**src/include/mrb_defines.vh**
```
// What this block does
// device holds mode registers for configuration and status
// reads and writes only via mode register commands
// each register is read-only, write-only or read/write
// controller writes zero into reserved bits
// reserved bits read back as zero
// bad-register read still strobes, data undefined
// controller never writes reserved register addresses
// writes to read-only registers change nothing
// device info register layout at index zero
// auto-init bit high while init runs
// zq self-test field set after calibration
// reset register write restarts initialisation
// eight-bit index, unassigned addresses act reserved
`ifndef MRB_DEFINES_VH
`define MRB_DEFINES_VH
`define MRB_IDX_DEV_INFO    8'h00
`define MRB_IDX_FEAT_ONE    8'h01
`define MRB_IDX_FEAT_TWO    8'h02
`define MRB_IDX_IO_CFG      8'h03
`define MRB_IDX_REFRESH     8'h04
`define MRB_IDX_MAKER       8'h05
`define MRB_IDX_REV_ONE     8'h06
`define MRB_IDX_REV_TWO     8'h07
`define MRB_IDX_WIDTH_DENS  8'h08
`define MRB_IDX_TEST_MODE   8'h09
`define MRB_IDX_IO_CAL      8'h0a
`define MRB_IDX_PA_BANK     8'h10
`define MRB_IDX_PA_SEG      8'h11
`define MRB_IDX_DQ_PAT_A    8'h20
`define MRB_IDX_DQ_PAT_B    8'h28
`define MRB_IDX_RESET       8'h3f
`define MRB_BIT_AUTO_INIT   0
`define MRB_BIT_KIND        1
`define MRB_BIT_DATA_INV    2
`define MRB_ZQ_LSB          3
`define MRB_ZQ_MSB          4
`define MRB_ZQ_NOT_SUPP     2'h0
`define MRB_FEAT_ONE_RST    8'h22
`define MRB_ZERO_BYTE       8'h00
`define MRB_UNDEF_BYTE      8'h00
`define MRB_INIT_NS         10000
`define MRB_ZQ_NS           1000
`define MRB_CLK_NS          20
`define MRB_INIT_CYC        ((`MRB_INIT_NS + `MRB_CLK_NS - 1) / `MRB_CLK_NS)
`define MRB_ZQ_CYC          ((`MRB_ZQ_NS + `MRB_CLK_NS - 1) / `MRB_CLK_NS)
`endif

```
**src/verilog/mrb_mode_register_bank.v**
```verilog
`timescale 1ns/1ps
`default_nettype none
`include "mrb_defines.vh"
module mrb_mode_register_bank
#(
  parameter [7:0]  maker_id    = 8'h5a,  // arbitrary value
  parameter [7:0]  rev_one_id  = 8'h01,  // arbitrary value
  parameter [7:0]  rev_two_id  = 8'h00,  // arbitrary value
  parameter [7:0]  width_dens  = 8'h14,
  parameter [7:0]  dq_pat_a    = 8'h55,
  parameter [7:0]  dq_pat_b    = 8'h3c,
  parameter [1:0]  zq_result   = 2'h3,
  parameter        kind_nvm    = 1'b0,
  parameter [15:0] init_cycles = `MRB_INIT_CYC,
  parameter [15:0] zq_cycles   = `MRB_ZQ_CYC
)
(
  input  wire       mclk,
  input  wire       rst_b,
  input  wire       mode_reg_read_cmd,
  input  wire       mode_reg_write_cmd,
  input  wire [7:0] reg_index,
  input  wire [7:0] wr_data,
  input  wire [7:0] refresh_status,
  output reg        rd_valid,
  output reg  [7:0] rd_data,
  output reg        rd_strobe_toggle,
  output reg        auto_init_busy,
  output reg        reset_pulse,
  output reg  [7:0] device_feature_one,
  output reg  [7:0] device_feature_two,
  output reg  [7:0] io_configuration,
  output reg  [7:0] vendor_test_mode,
  output reg  [7:0] partial_array_bank_mask,
  output reg  [7:0] partial_array_segment_mask,
  output reg        zq_cal_start
);

  // access class: 2'b01 read-only, 2'b10 write-only, 2'b00 reserved
  function [1:0] access_class;
    input [7:0] idx;
    begin
      case (idx)
        `MRB_IDX_DEV_INFO, `MRB_IDX_REFRESH, `MRB_IDX_MAKER,
        `MRB_IDX_REV_ONE, `MRB_IDX_REV_TWO, `MRB_IDX_WIDTH_DENS,
        `MRB_IDX_DQ_PAT_A, `MRB_IDX_DQ_PAT_B:
          access_class = 2'h1;
        `MRB_IDX_FEAT_ONE, `MRB_IDX_FEAT_TWO, `MRB_IDX_IO_CFG,
        `MRB_IDX_TEST_MODE, `MRB_IDX_IO_CAL, `MRB_IDX_PA_BANK,
        `MRB_IDX_PA_SEG, `MRB_IDX_RESET:
          access_class = 2'h2;
        default:
          access_class = 2'h0;
      endcase
    end
  endfunction

  localparam [2:0] st_init = 3'b001;
  localparam [2:0] st_idle = 3'b010;
  localparam [2:0] st_zq   = 3'b100;

  reg  [2:0]  state;
  reg  [15:0] count;
  reg  [1:0]  zq_field;
  reg  [2:0]  next_state;
  reg  [15:0] next_count;
  reg  [1:0]  next_zq_field;
  reg  [7:0]  next_feature_one;
  reg  [7:0]  next_feature_two;
  reg  [7:0]  next_io_config;
  reg  [7:0]  next_test_mode;
  reg  [7:0]  next_bank_mask;
  reg  [7:0]  next_segment_mask;
  reg  [7:0]  next_rd_data;
  wire [1:0]  cls = access_class(reg_index);
  wire        wr_ok = mode_reg_write_cmd && (cls == 2'h2);
  wire        wr_reset = wr_ok && (reg_index == `MRB_IDX_RESET);
  wire        wr_cal = wr_ok && (reg_index == `MRB_IDX_IO_CAL);
  wire [7:0]  info_byte;

  // upper bits of the info register stay zero
  assign info_byte = {3'h0, zq_field, 1'b0, kind_nvm, auto_init_busy};

  always @*
  begin
    next_state = state;
    next_count = count;
    case (state)
      st_init:
      begin
        if (count == 16'h0000)
          next_state = st_idle;
        else
          next_count = count - 16'h0001;
      end
      st_idle:
      begin
        if (wr_cal)
        begin
          next_state = st_zq;
          next_count = zq_cycles - 16'h0001;
        end
      end
      st_zq:
      begin
        if (count == 16'h0000)
          next_state = st_idle;
        else
          next_count = count - 16'h0001;
      end
      default:
        next_state = st_init;
    endcase
    // reset register wins over every other state
    if (wr_reset)
    begin
      next_state = st_init;
      next_count = init_cycles - 16'h0001;
    end
  end

  always @(posedge mclk)
  begin
    if (!rst_b)
    begin
      state          <= st_init;
      count          <= init_cycles - 16'h0001;
      auto_init_busy <= 1'b1;
    end
    else
    begin
      state          <= next_state;
      count          <= next_count;
      auto_init_busy <= (next_state == st_init);
    end
  end

  // zq field only reports once a calibration started by a write to the io cal register completes
  // a reset write restarts init, so it outranks a finishing calibration
  always @*
  begin
    next_zq_field = zq_field;
    if (wr_reset)
      next_zq_field = `MRB_ZQ_NOT_SUPP;
    else if (state == st_zq && count == 16'h0000)
      next_zq_field = zq_result;
  end

  always @(posedge mclk)
  begin
    if (!rst_b)
      zq_field <= `MRB_ZQ_NOT_SUPP;
    else
      zq_field <= next_zq_field;
  end

  // write decode kept apart so each register has one next value
  always @*
  begin
    next_feature_one  = device_feature_one;
    next_feature_two  = device_feature_two;
    next_io_config    = io_configuration;
    next_test_mode    = vendor_test_mode;
    next_bank_mask    = partial_array_bank_mask;
    next_segment_mask = partial_array_segment_mask;
    if (wr_reset)
    begin
      // reset register also restores the configuration
      next_feature_one  = `MRB_FEAT_ONE_RST;
      next_feature_two  = `MRB_ZERO_BYTE;
      next_io_config    = `MRB_ZERO_BYTE;
      next_test_mode    = `MRB_ZERO_BYTE;
      next_bank_mask    = `MRB_ZERO_BYTE;
      next_segment_mask = `MRB_ZERO_BYTE;
    end
    else if (wr_ok)
    begin
      case (reg_index)
        `MRB_IDX_FEAT_ONE:
        begin
          next_feature_one = wr_data;
        end
        `MRB_IDX_FEAT_TWO:
        begin
          next_feature_two = wr_data;
        end
        `MRB_IDX_IO_CFG:
        begin
          next_io_config = wr_data;
        end
        `MRB_IDX_TEST_MODE:
        begin
          next_test_mode = wr_data;
        end
        `MRB_IDX_PA_BANK:
        begin
          next_bank_mask = wr_data;
        end
        `MRB_IDX_PA_SEG:
        begin
          next_segment_mask = wr_data;
        end
        default:
        begin
          // calibration code and reset trigger keep no stored byte
          next_segment_mask = partial_array_segment_mask;
        end
      endcase
    end
  end

  always @(posedge mclk)
  begin
    if (!rst_b)
    begin
      device_feature_one         <= `MRB_FEAT_ONE_RST;
      device_feature_two         <= `MRB_ZERO_BYTE;
      io_configuration           <= `MRB_ZERO_BYTE;
      vendor_test_mode           <= `MRB_ZERO_BYTE;
      partial_array_bank_mask    <= `MRB_ZERO_BYTE;
      partial_array_segment_mask <= `MRB_ZERO_BYTE;
    end
    else
    begin
      device_feature_one         <= next_feature_one;
      device_feature_two         <= next_feature_two;
      io_configuration           <= next_io_config;
      vendor_test_mode           <= next_test_mode;
      partial_array_bank_mask    <= next_bank_mask;
      partial_array_segment_mask <= next_segment_mask;
    end
  end

  always @(posedge mclk)
  begin
    if (!rst_b)
    begin
      reset_pulse  <= 1'b0;
      zq_cal_start <= 1'b0;
    end
    else
    begin
      reset_pulse  <= wr_reset;
      zq_cal_start <= wr_cal && (state == st_idle);
    end
  end

  // read data holds between reads so a late sampler still sees it
  always @*
  begin
    next_rd_data = rd_data;
    if (mode_reg_read_cmd)
    begin
      if (cls != 2'h1)
      begin
        next_rd_data = `MRB_UNDEF_BYTE;
      end
      else
      begin
        case (reg_index)
          `MRB_IDX_DEV_INFO:
          begin
            next_rd_data = info_byte;
          end
          `MRB_IDX_REFRESH:
          begin
            next_rd_data = refresh_status;
          end
          `MRB_IDX_MAKER:
          begin
            next_rd_data = maker_id;
          end
          `MRB_IDX_REV_ONE:
          begin
            next_rd_data = rev_one_id;
          end
          `MRB_IDX_REV_TWO:
          begin
            next_rd_data = rev_two_id;
          end
          `MRB_IDX_WIDTH_DENS:
          begin
            next_rd_data = width_dens;
          end
          `MRB_IDX_DQ_PAT_A:
          begin
            next_rd_data = dq_pat_a;
          end
          default:
          begin
            next_rd_data = dq_pat_b;
          end
        endcase
      end
    end
  end

  // read answer one cycle after the command
  always @(posedge mclk)
  begin
    if (!rst_b)
    begin
      rd_valid         <= 1'b0;
      rd_strobe_toggle <= 1'b0;
      rd_data          <= `MRB_ZERO_BYTE;
    end
    else
    begin
      rd_valid         <= mode_reg_read_cmd;
      rd_strobe_toggle <= mode_reg_read_cmd;
      rd_data          <= next_rd_data;
    end
  end

endmodule // mrb_mode_register_bank
`default_nettype wire

```
**config.mk**
```make
export PLATFORM = sky130hd
export DESIGN_NAME = mrb_mode_register_bank
export DESIGN_NICKNAME = d
export VERILOG_FILES = /design/src/verilog/mrb_mode_register_bank.v
export VERILOG_INCLUDE_DIRS = /design/src /design/src/include
export SDC_FILE = /design/constraint.sdc
export NUM_CORES = 1
export LEC_CHECK = 0
export BUFFER_PORTS_ARGS = -buffer_cell sky130_fd_sc_hd__buf_2
export CORE_MARGIN = 4
export CORE_UTILIZATION = 30
export DETAILED_ROUTE_END_ITERATION = 8
export PLACE_DENSITY = 0.59
export SYNTH_ARGS = -nofsm -noshare
export SYNTH_HDL_FRONTEND = slang
export SYNTH_SLANG_ARGS = --single-unit
```
**constraint.sdc**
```tcl
create_clock -name mclk -period 3.59 [get_ports mclk]
set_input_delay 0.359 -clock mclk [delete_from_list [all_inputs] [get_ports mclk]]
set_output_delay 0.359 -clock mclk [all_outputs]
set_load 0.005 [all_outputs]
```
# Word-level counts from Yosys, hierarchy flattened
# Memory sizes are Yosys's and may differ from the RTL's.
# Cells that the tools add are included.
[word_totals]
register_bits = 80
mem_bits_ro = 128
memories = 1
input_bits = 28
wordCells = 67
output_inout_bits = 61
[mem_list]
columns = ["name", "depth", "width", "read_ports", "rd_ports_with_merged_regs", "write_ports", "line_no", "source"]
rows = [
  ["(name not given)", 64, 2, 1, 0, 0, "mrb_mode_register_bank.v:43", "case (idx)"],
]
[classes]
n_eq_ne = 22
reduce_logical = 18
n_mux = 10
n_addsub = 1
n_bitwise = 1
[op_table]
columns = ["cell", "count"]
rows = [
  ["case mux 8 bit (7 select lines)", 1],
  ["equality test 8 x 3 -> 1 bit, second input constant", 4],
  ["two-way mux 16 bit", 2],
  ["case mux 16 bit (2 select lines)", 1],
  ["equality test 8 x 4 -> 1 bit, second input constant", 3],
  ["equality test 8 x 2 -> 1 bit, second input constant", 2],
  ["equality test 8 x 5 -> 1 bit, second input constant", 2],
  ["equality test 8 x 6 -> 1 bit, second input constant", 2],
  ["logical NOT 16 bit", 1],
  ["subtractor 16 x 1 -> 16 bit, second input constant", 1],
  ["AND reduction 2 bit", 6],
  ["two-way mux 3 bit", 3],
  ["equality test 8 x 1 -> 1 bit, second input constant", 1],
  ["logical NOT 8 bit", 1],
  ["two-way mux 8 bit", 1],
  ["equality test 3 x 1 -> 1 bit, second input constant", 2],
  ["case mux 3 bit (2 select lines)", 1],
  ["logical AND 1 bit", 5],
  ["inequality test 2 bit, second input constant", 2],
  ["OR reduction 2 bit", 2],
  ["equality test 3 x 2 -> 1 bit, second input constant", 1],
  ["equality test 3 bit, second input constant", 1],
  ["AND reduction 3 bit", 1],
  ["equality test 2 bit, second input constant", 1],
  ["other kinds (5)", 5],
]

# Logic depth before layout (Yosys ltp)
[logic_depth]
depth_word = 9
mapped_depth = 8
depth_no_buf = 7

# Worst setup path before layout
# Ideal clock, no wire load.
[synth_path]
path_type = "input -> register"
start = "in reg_index[0]"
end = "reg device_feature_two[0]"
n_path_buf = 0
setup_ps = 120
setup_slack_ps = 1474
t_required_ps = 3470
cell_stages = 7
arrival_time_ps = 1996
cell_sequence = "inv_1 > ha_1 > or2b_1 > nand3_4 > a2111oi_4 > mux2i_1 > nor2_2"
[synth_between]
elab_chain_len = 6
word_cells_on_any_way = 9
classes_between = "eq/ne: 3; mux: 1; reduce/logical: 4; memory: 1"
[synth_rtl]
columns = ["element", "line_no", "source"]
rows = [
  ["from (decl)", "mrb_mode_register_bank.v:22", "input wire [7:0] reg_index,"],
  ["memory read (64 x 2 bit)", "-", ""],
  ["two-way mux 2 bit", "mrb_mode_register_bank.v:43", ""],
  ["equality test 2 bit", "mrb_mode_register_bank.v:76", "wire wr_ok = mode_reg_write_cmd && (cls == 2'h2);"],
  ["logical AND 1 bit", "mrb_mode_register_bank.v:76", ""],
  ["logical AND 1 bit", "mrb_mode_register_bank.v:77", "wire wr_reset = wr_ok && (reg_index == `MRB_IDX_RESET);"],
  ["OR reduction 2 bit (no source line)", "-", ""],
  ["to (signal assigned)", "mrb_mode_register_bank.v:217", "device_feature_two <= `MRB_ZERO_BYTE;"],
  ["to (signal assigned)", "mrb_mode_register_bank.v:226", "device_feature_two <= next_feature_two;"],
  ["to (decl)", "mrb_mode_register_bank.v:31", "output reg [7:0] device_feature_two,"],
]
# Several ways; a longest one is shown, not always the timed one.
# A chain may end at the register's enable or synchronous reset.

# Worst setup path after layout
[layout_path]
start = "in reg_index[1]"
end = "reg count[9]"
[layout_between]
elab_chain_len = 7
word_cells_on_any_way = 11
classes_between = "eq/ne: 4; mux: 1; reduce/logical: 5; memory: 1"
[layout_rtl]
columns = ["element", "line_no", "source"]
rows = [
  ["memory read (64 x 2 bit)", "-", ""],
  ["two-way mux 2 bit", "mrb_mode_register_bank.v:43", ""],
  ["equality test 2 bit", "mrb_mode_register_bank.v:76", ""],
  ["logical AND 1 bit", "mrb_mode_register_bank.v:76", ""],
  ["logical AND 1 bit", "mrb_mode_register_bank.v:78", "wire wr_cal = wr_ok && (reg_index == `MRB_IDX_IO_CAL);"],
  ["inequality test 2 bit (no source line)", "-", ""],
  ["AND reduction 3 bit (no source line)", "-", ""],
  ["to (signal assigned)", "mrb_mode_register_bank.v:127", "count <= init_cycles - 16'h0001;"],
  ["to (signal assigned)", "mrb_mode_register_bank.v:133", "count <= next_count;"],
  ["to (decl)", "mrb_mode_register_bank.v:63", "reg [15:0] count;"],
]
# Several ways; a longest one is shown, not always the timed one.

==> flow_metrics.py <==
metrics = {
    "clock_tree": {
        "numClockSinks": 80,
        "cts_tree": "yes",
        "post_cts_resized": 0,
        "path_clk_slew_ns": 0.06,
        "cts_root_buffer": "clkbuf_16",
        "hold_buffers": 0,
        "post-cts-setup-buffers": 0,
        "clk_latency_ns": 0.34,
        "clk_path_buf_depth": 2,
        "cts_buffers": 9,
        "cts-htree-levels": 3,
    },
    "layout": {
        "final_area_sq_um": 5050,
        "final.fill_count": 1372,
        "layout.nets": 566,
        "drive_gt1_share_pct": 27.0,
        "areaGrowthSynthToFinish_pct": 22.9,
        "antenna_cells": 0,
    },
    "pwr": {
        "comb_power_share_pct": 6.6,
        "leakagePower_uw": 0.00210,
        "p_clk_share_pct": 50.1,
        "swShare_pct": 24.1,
        "p_seq_share_pct": 43.3,
        "power_density_nw_per_um2": 411,
        "power.internal_uw": 1570,
        "irDropWorstVdd_mv": 0.263,
        "p_switching_uw": 499,
    },
    "die": {
        "die-height_um": 125,
        "ioPinCount": 89,
        "die_area_sq_um": 15600,
        "start_util_pct": 30.8,
        "core_sq_um": 13300,
        "rows": 42,
        "die_w_um": 125,
    },
    "grt": {
        "grt_overflow_total": 0,
        "grt_max_degree": 58,
        "grt_pass1_wl_mm": 18.9,
        "grt_usage_pct": 14.4,
        "grt_pass1_vias": 3638,
        "antenna_found_initial": 0,
    },
    "synth": {
        "synth_seq_cells": 80,
        "synthCells": 449,
        "syn_area_per_cell_sq_um": 9.15,
        "synth_warnings": 0,
        "syn_nets": 483,
        "yosysSeqAreaShare_pct": 39.0,
        "synth-edff-count": 0,
        "ys_types": 68,
        "netlist_area_sq_um": 4110,
        "synthArstFlopShare_pct": 0,
        "synth_ff_type": "dfxtp_1",
    },
    "worst_setup_path": {
        "critPathKind": "in2reg",
        "crit_fanout": 11,
        "critPathLaunch": "reg_index[1]",
        "arrival_ns": 2.57,
        "r2r_start": "state[1]",
        "crit_required_ns": 3.84,
        "worst_setup_path_end_kind": "register",
        "reg2reg_slack_ns": 1.30,
        "start_kind": "input port",
    },
    "outcome": {
        "status": "completed",
    },
    "placed_design": {
        "routabilityCongestion": 0.816,
        "dpl_cell_area_sq_um": 4710,
        "hpwl_mm": 8.30,
        "port-buffer-count": 88,
    },
    "timing": {
        "hold_viol": 0,
        "setup_viol": 0,
        "slew_headroom_pct": 42.9,
        "finalCriticalPeriod_ns": 2.32,
        "worst_pin_slew_ns": 0.850,
        "rsz0062_at_grt": "no",
        "fin_worst_skew_ns": 0.00379,
        "timing.fmax_ghz": 0.432,
        "setup_tns_ns": 0,
        "drv_slew": 0,
        "finalCritPeriodShare_pct": 64.5,
    },
    "drt": {
        "routedWlPerCell_um": 15.9,
        "drc": 0,
        "vias": 3757,
        "drt-initial-drc-count": 390,
        "via_per_inst": 5.27,
        "wl_mm": 11.3,
        "antenna_left": 0,
        "drt_first_pass_iters": 4,
    },
    "worst_hold_path": {
        "hold_path_class": "in2reg",
        "hp-start": "refresh_status[7]",
    },
    "job": {
        "cap_violations": 0,
    },
}
## cell usage after synthesis, drive strengths merged, types with 6 or more instances
library cell  instances  area share, %
a2111oi               7            4.1
a21o                  7            1.3
a21oi                19            2.6
and3                  7            1.1
buf                   6            1.2
clkbuf               12            1.1
dfxtp                80             39
ha                    6            1.8
inv                  13            1.2
mux2i                32            7.8
nand2                51            4.7
nand2b                6           0.91
nand3                34            4.8
nand4                10            1.7
nor2                 34            3.8
nor3                 21            3.0
nor4                  7            1.6
o211ai                6            1.1
o21ai                20            2.7
o221ai                7            1.5
## per-stage QoR
step | hold WS (ns) | instances | utilization (%) | total power [uW] | worst slack, ns
global route | 0.284 | 713 | 37.8 | 2140 | 1.06
floorplan | 0.436 | 449 | - | 1000 | 1.47
finish | 0.291 | 713 | 37.8 | 2070 | 1.27
global placement | 0.442 | 697 | 35.3 | 1050 | 1.05
detailed placement | 0.450 | 697 | 35.3 | 1050 | 0.943
CTS | 0.279 | 713 | 37.8 | 2090 | 1.31
## power by group through the flow
stage / sequential, uW / combinational, uW / clock (uW)
2_1_floorplan: 916 / 83.8 / 0
3_3_place_gp: 916 / 134 / 0
3_5_place_dp: 917 / 136 / 0
4_1_cts: 897 / 137 / 1060
5_1_grt: 898 / 150 / 1090
6_report: 897 / 137 / 1040
## registers in the layout, summed over array words and instances, names as in the netlist
signal,count
io_configuration,8
state,3
reset_pulse,1
rd_data,8
partial_array_bank_mask,8
device_feature_one,8
auto_init_busy,1
zq_field,1
count,16
device_feature_two,8
rd_strobe_toggle,1
zq_cal_start,1
vendor_test_mode,8
partial_array_segment_mask,8
## layout by cell type, fill, tap and decap left out, drive strengths merged, types with 3 or more instances in the layout
| master | count |
|---|---|
| and2 | 4 |
| a2111oi | 7 |
| nand4 | 10 |
| nand3b | 5 |
| o21a | 4 |
| o2111ai | 5 |
| clkbuf | 10 |
| a31oi | 3 |
| nor4 | 7 |
| buf | 90 |
| mux2i | 32 |
| o21ai | 20 |
| nor2 | 34 |
| nor3 | 21 |
| and3 | 7 |
| nand2b | 6 |
| inv | 16 |
| o211ai | 6 |
| a21oi | 19 |
| clkinv | 3 |
| dfxtp | 80 |
| a32oi | 3 |
| nand2 | 51 |
| nand3 | 34 |
| ha | 6 |
| o221ai | 7 |
| a211oi | 4 |
| or3 | 3 |
| a21o | 7 |
| o211a | 4 |
| nor3b | 5 |
## critical path: stages
cell and delay [ns]:
buf_2 0.13, inv_1 0.10, ha_1 0.38, nand2b_1 0.24
a21oi_4 0.46, nand2b_1 0.46, o221ai_1 0.20, a211oi_1 0.22
## per-layer routing
layer / global-route usage [%] / part of all wire, % / vias to the layer above
li1: - / - / 1835
met1: 18.5 / 45 / 1826
met2: 24.3 / 50 / 88
met3: 2.94 / 4.1 / 8
met4: 4.97 / 0.86 / 0
met5: 0 / 0 / -
## path summary, 6_finish.rpt
check	end	cells past startpoint
setup reg to reg	count[13]	5
setup / recovery	count[9]	8
hold reg to reg	partial_array_bank_mask[6]	2
hold / removal	rd_data[7]	3
## final cells by class
cell class	instances	area [sq um]	share of cell area [%]
clock buffers	10	239	4.74
clock inverters	6	97.6	1.93
inverters	15	56.3	1.12
multi-input cells	336	2380	47.1
flip-flops and latches	80	1600	31.7
well taps	176	220	4.36
repair buffers	90	455	9.03
## cell families (layout without fill, tap and decap cells)
group                      Yosys count  in the layout  share of synthesized area [%]
AOI/OAI and AO/OA                   99             99                           20.3
DFF                                 80             80                           39.0
muxes                               32             32                           7.80
buffers and inverters               33            121                           3.63
and+or+nand+nor                    199            199                           27.5
adders and majority gates            6              6                           1.83
(Power assumes the default switching activity.)
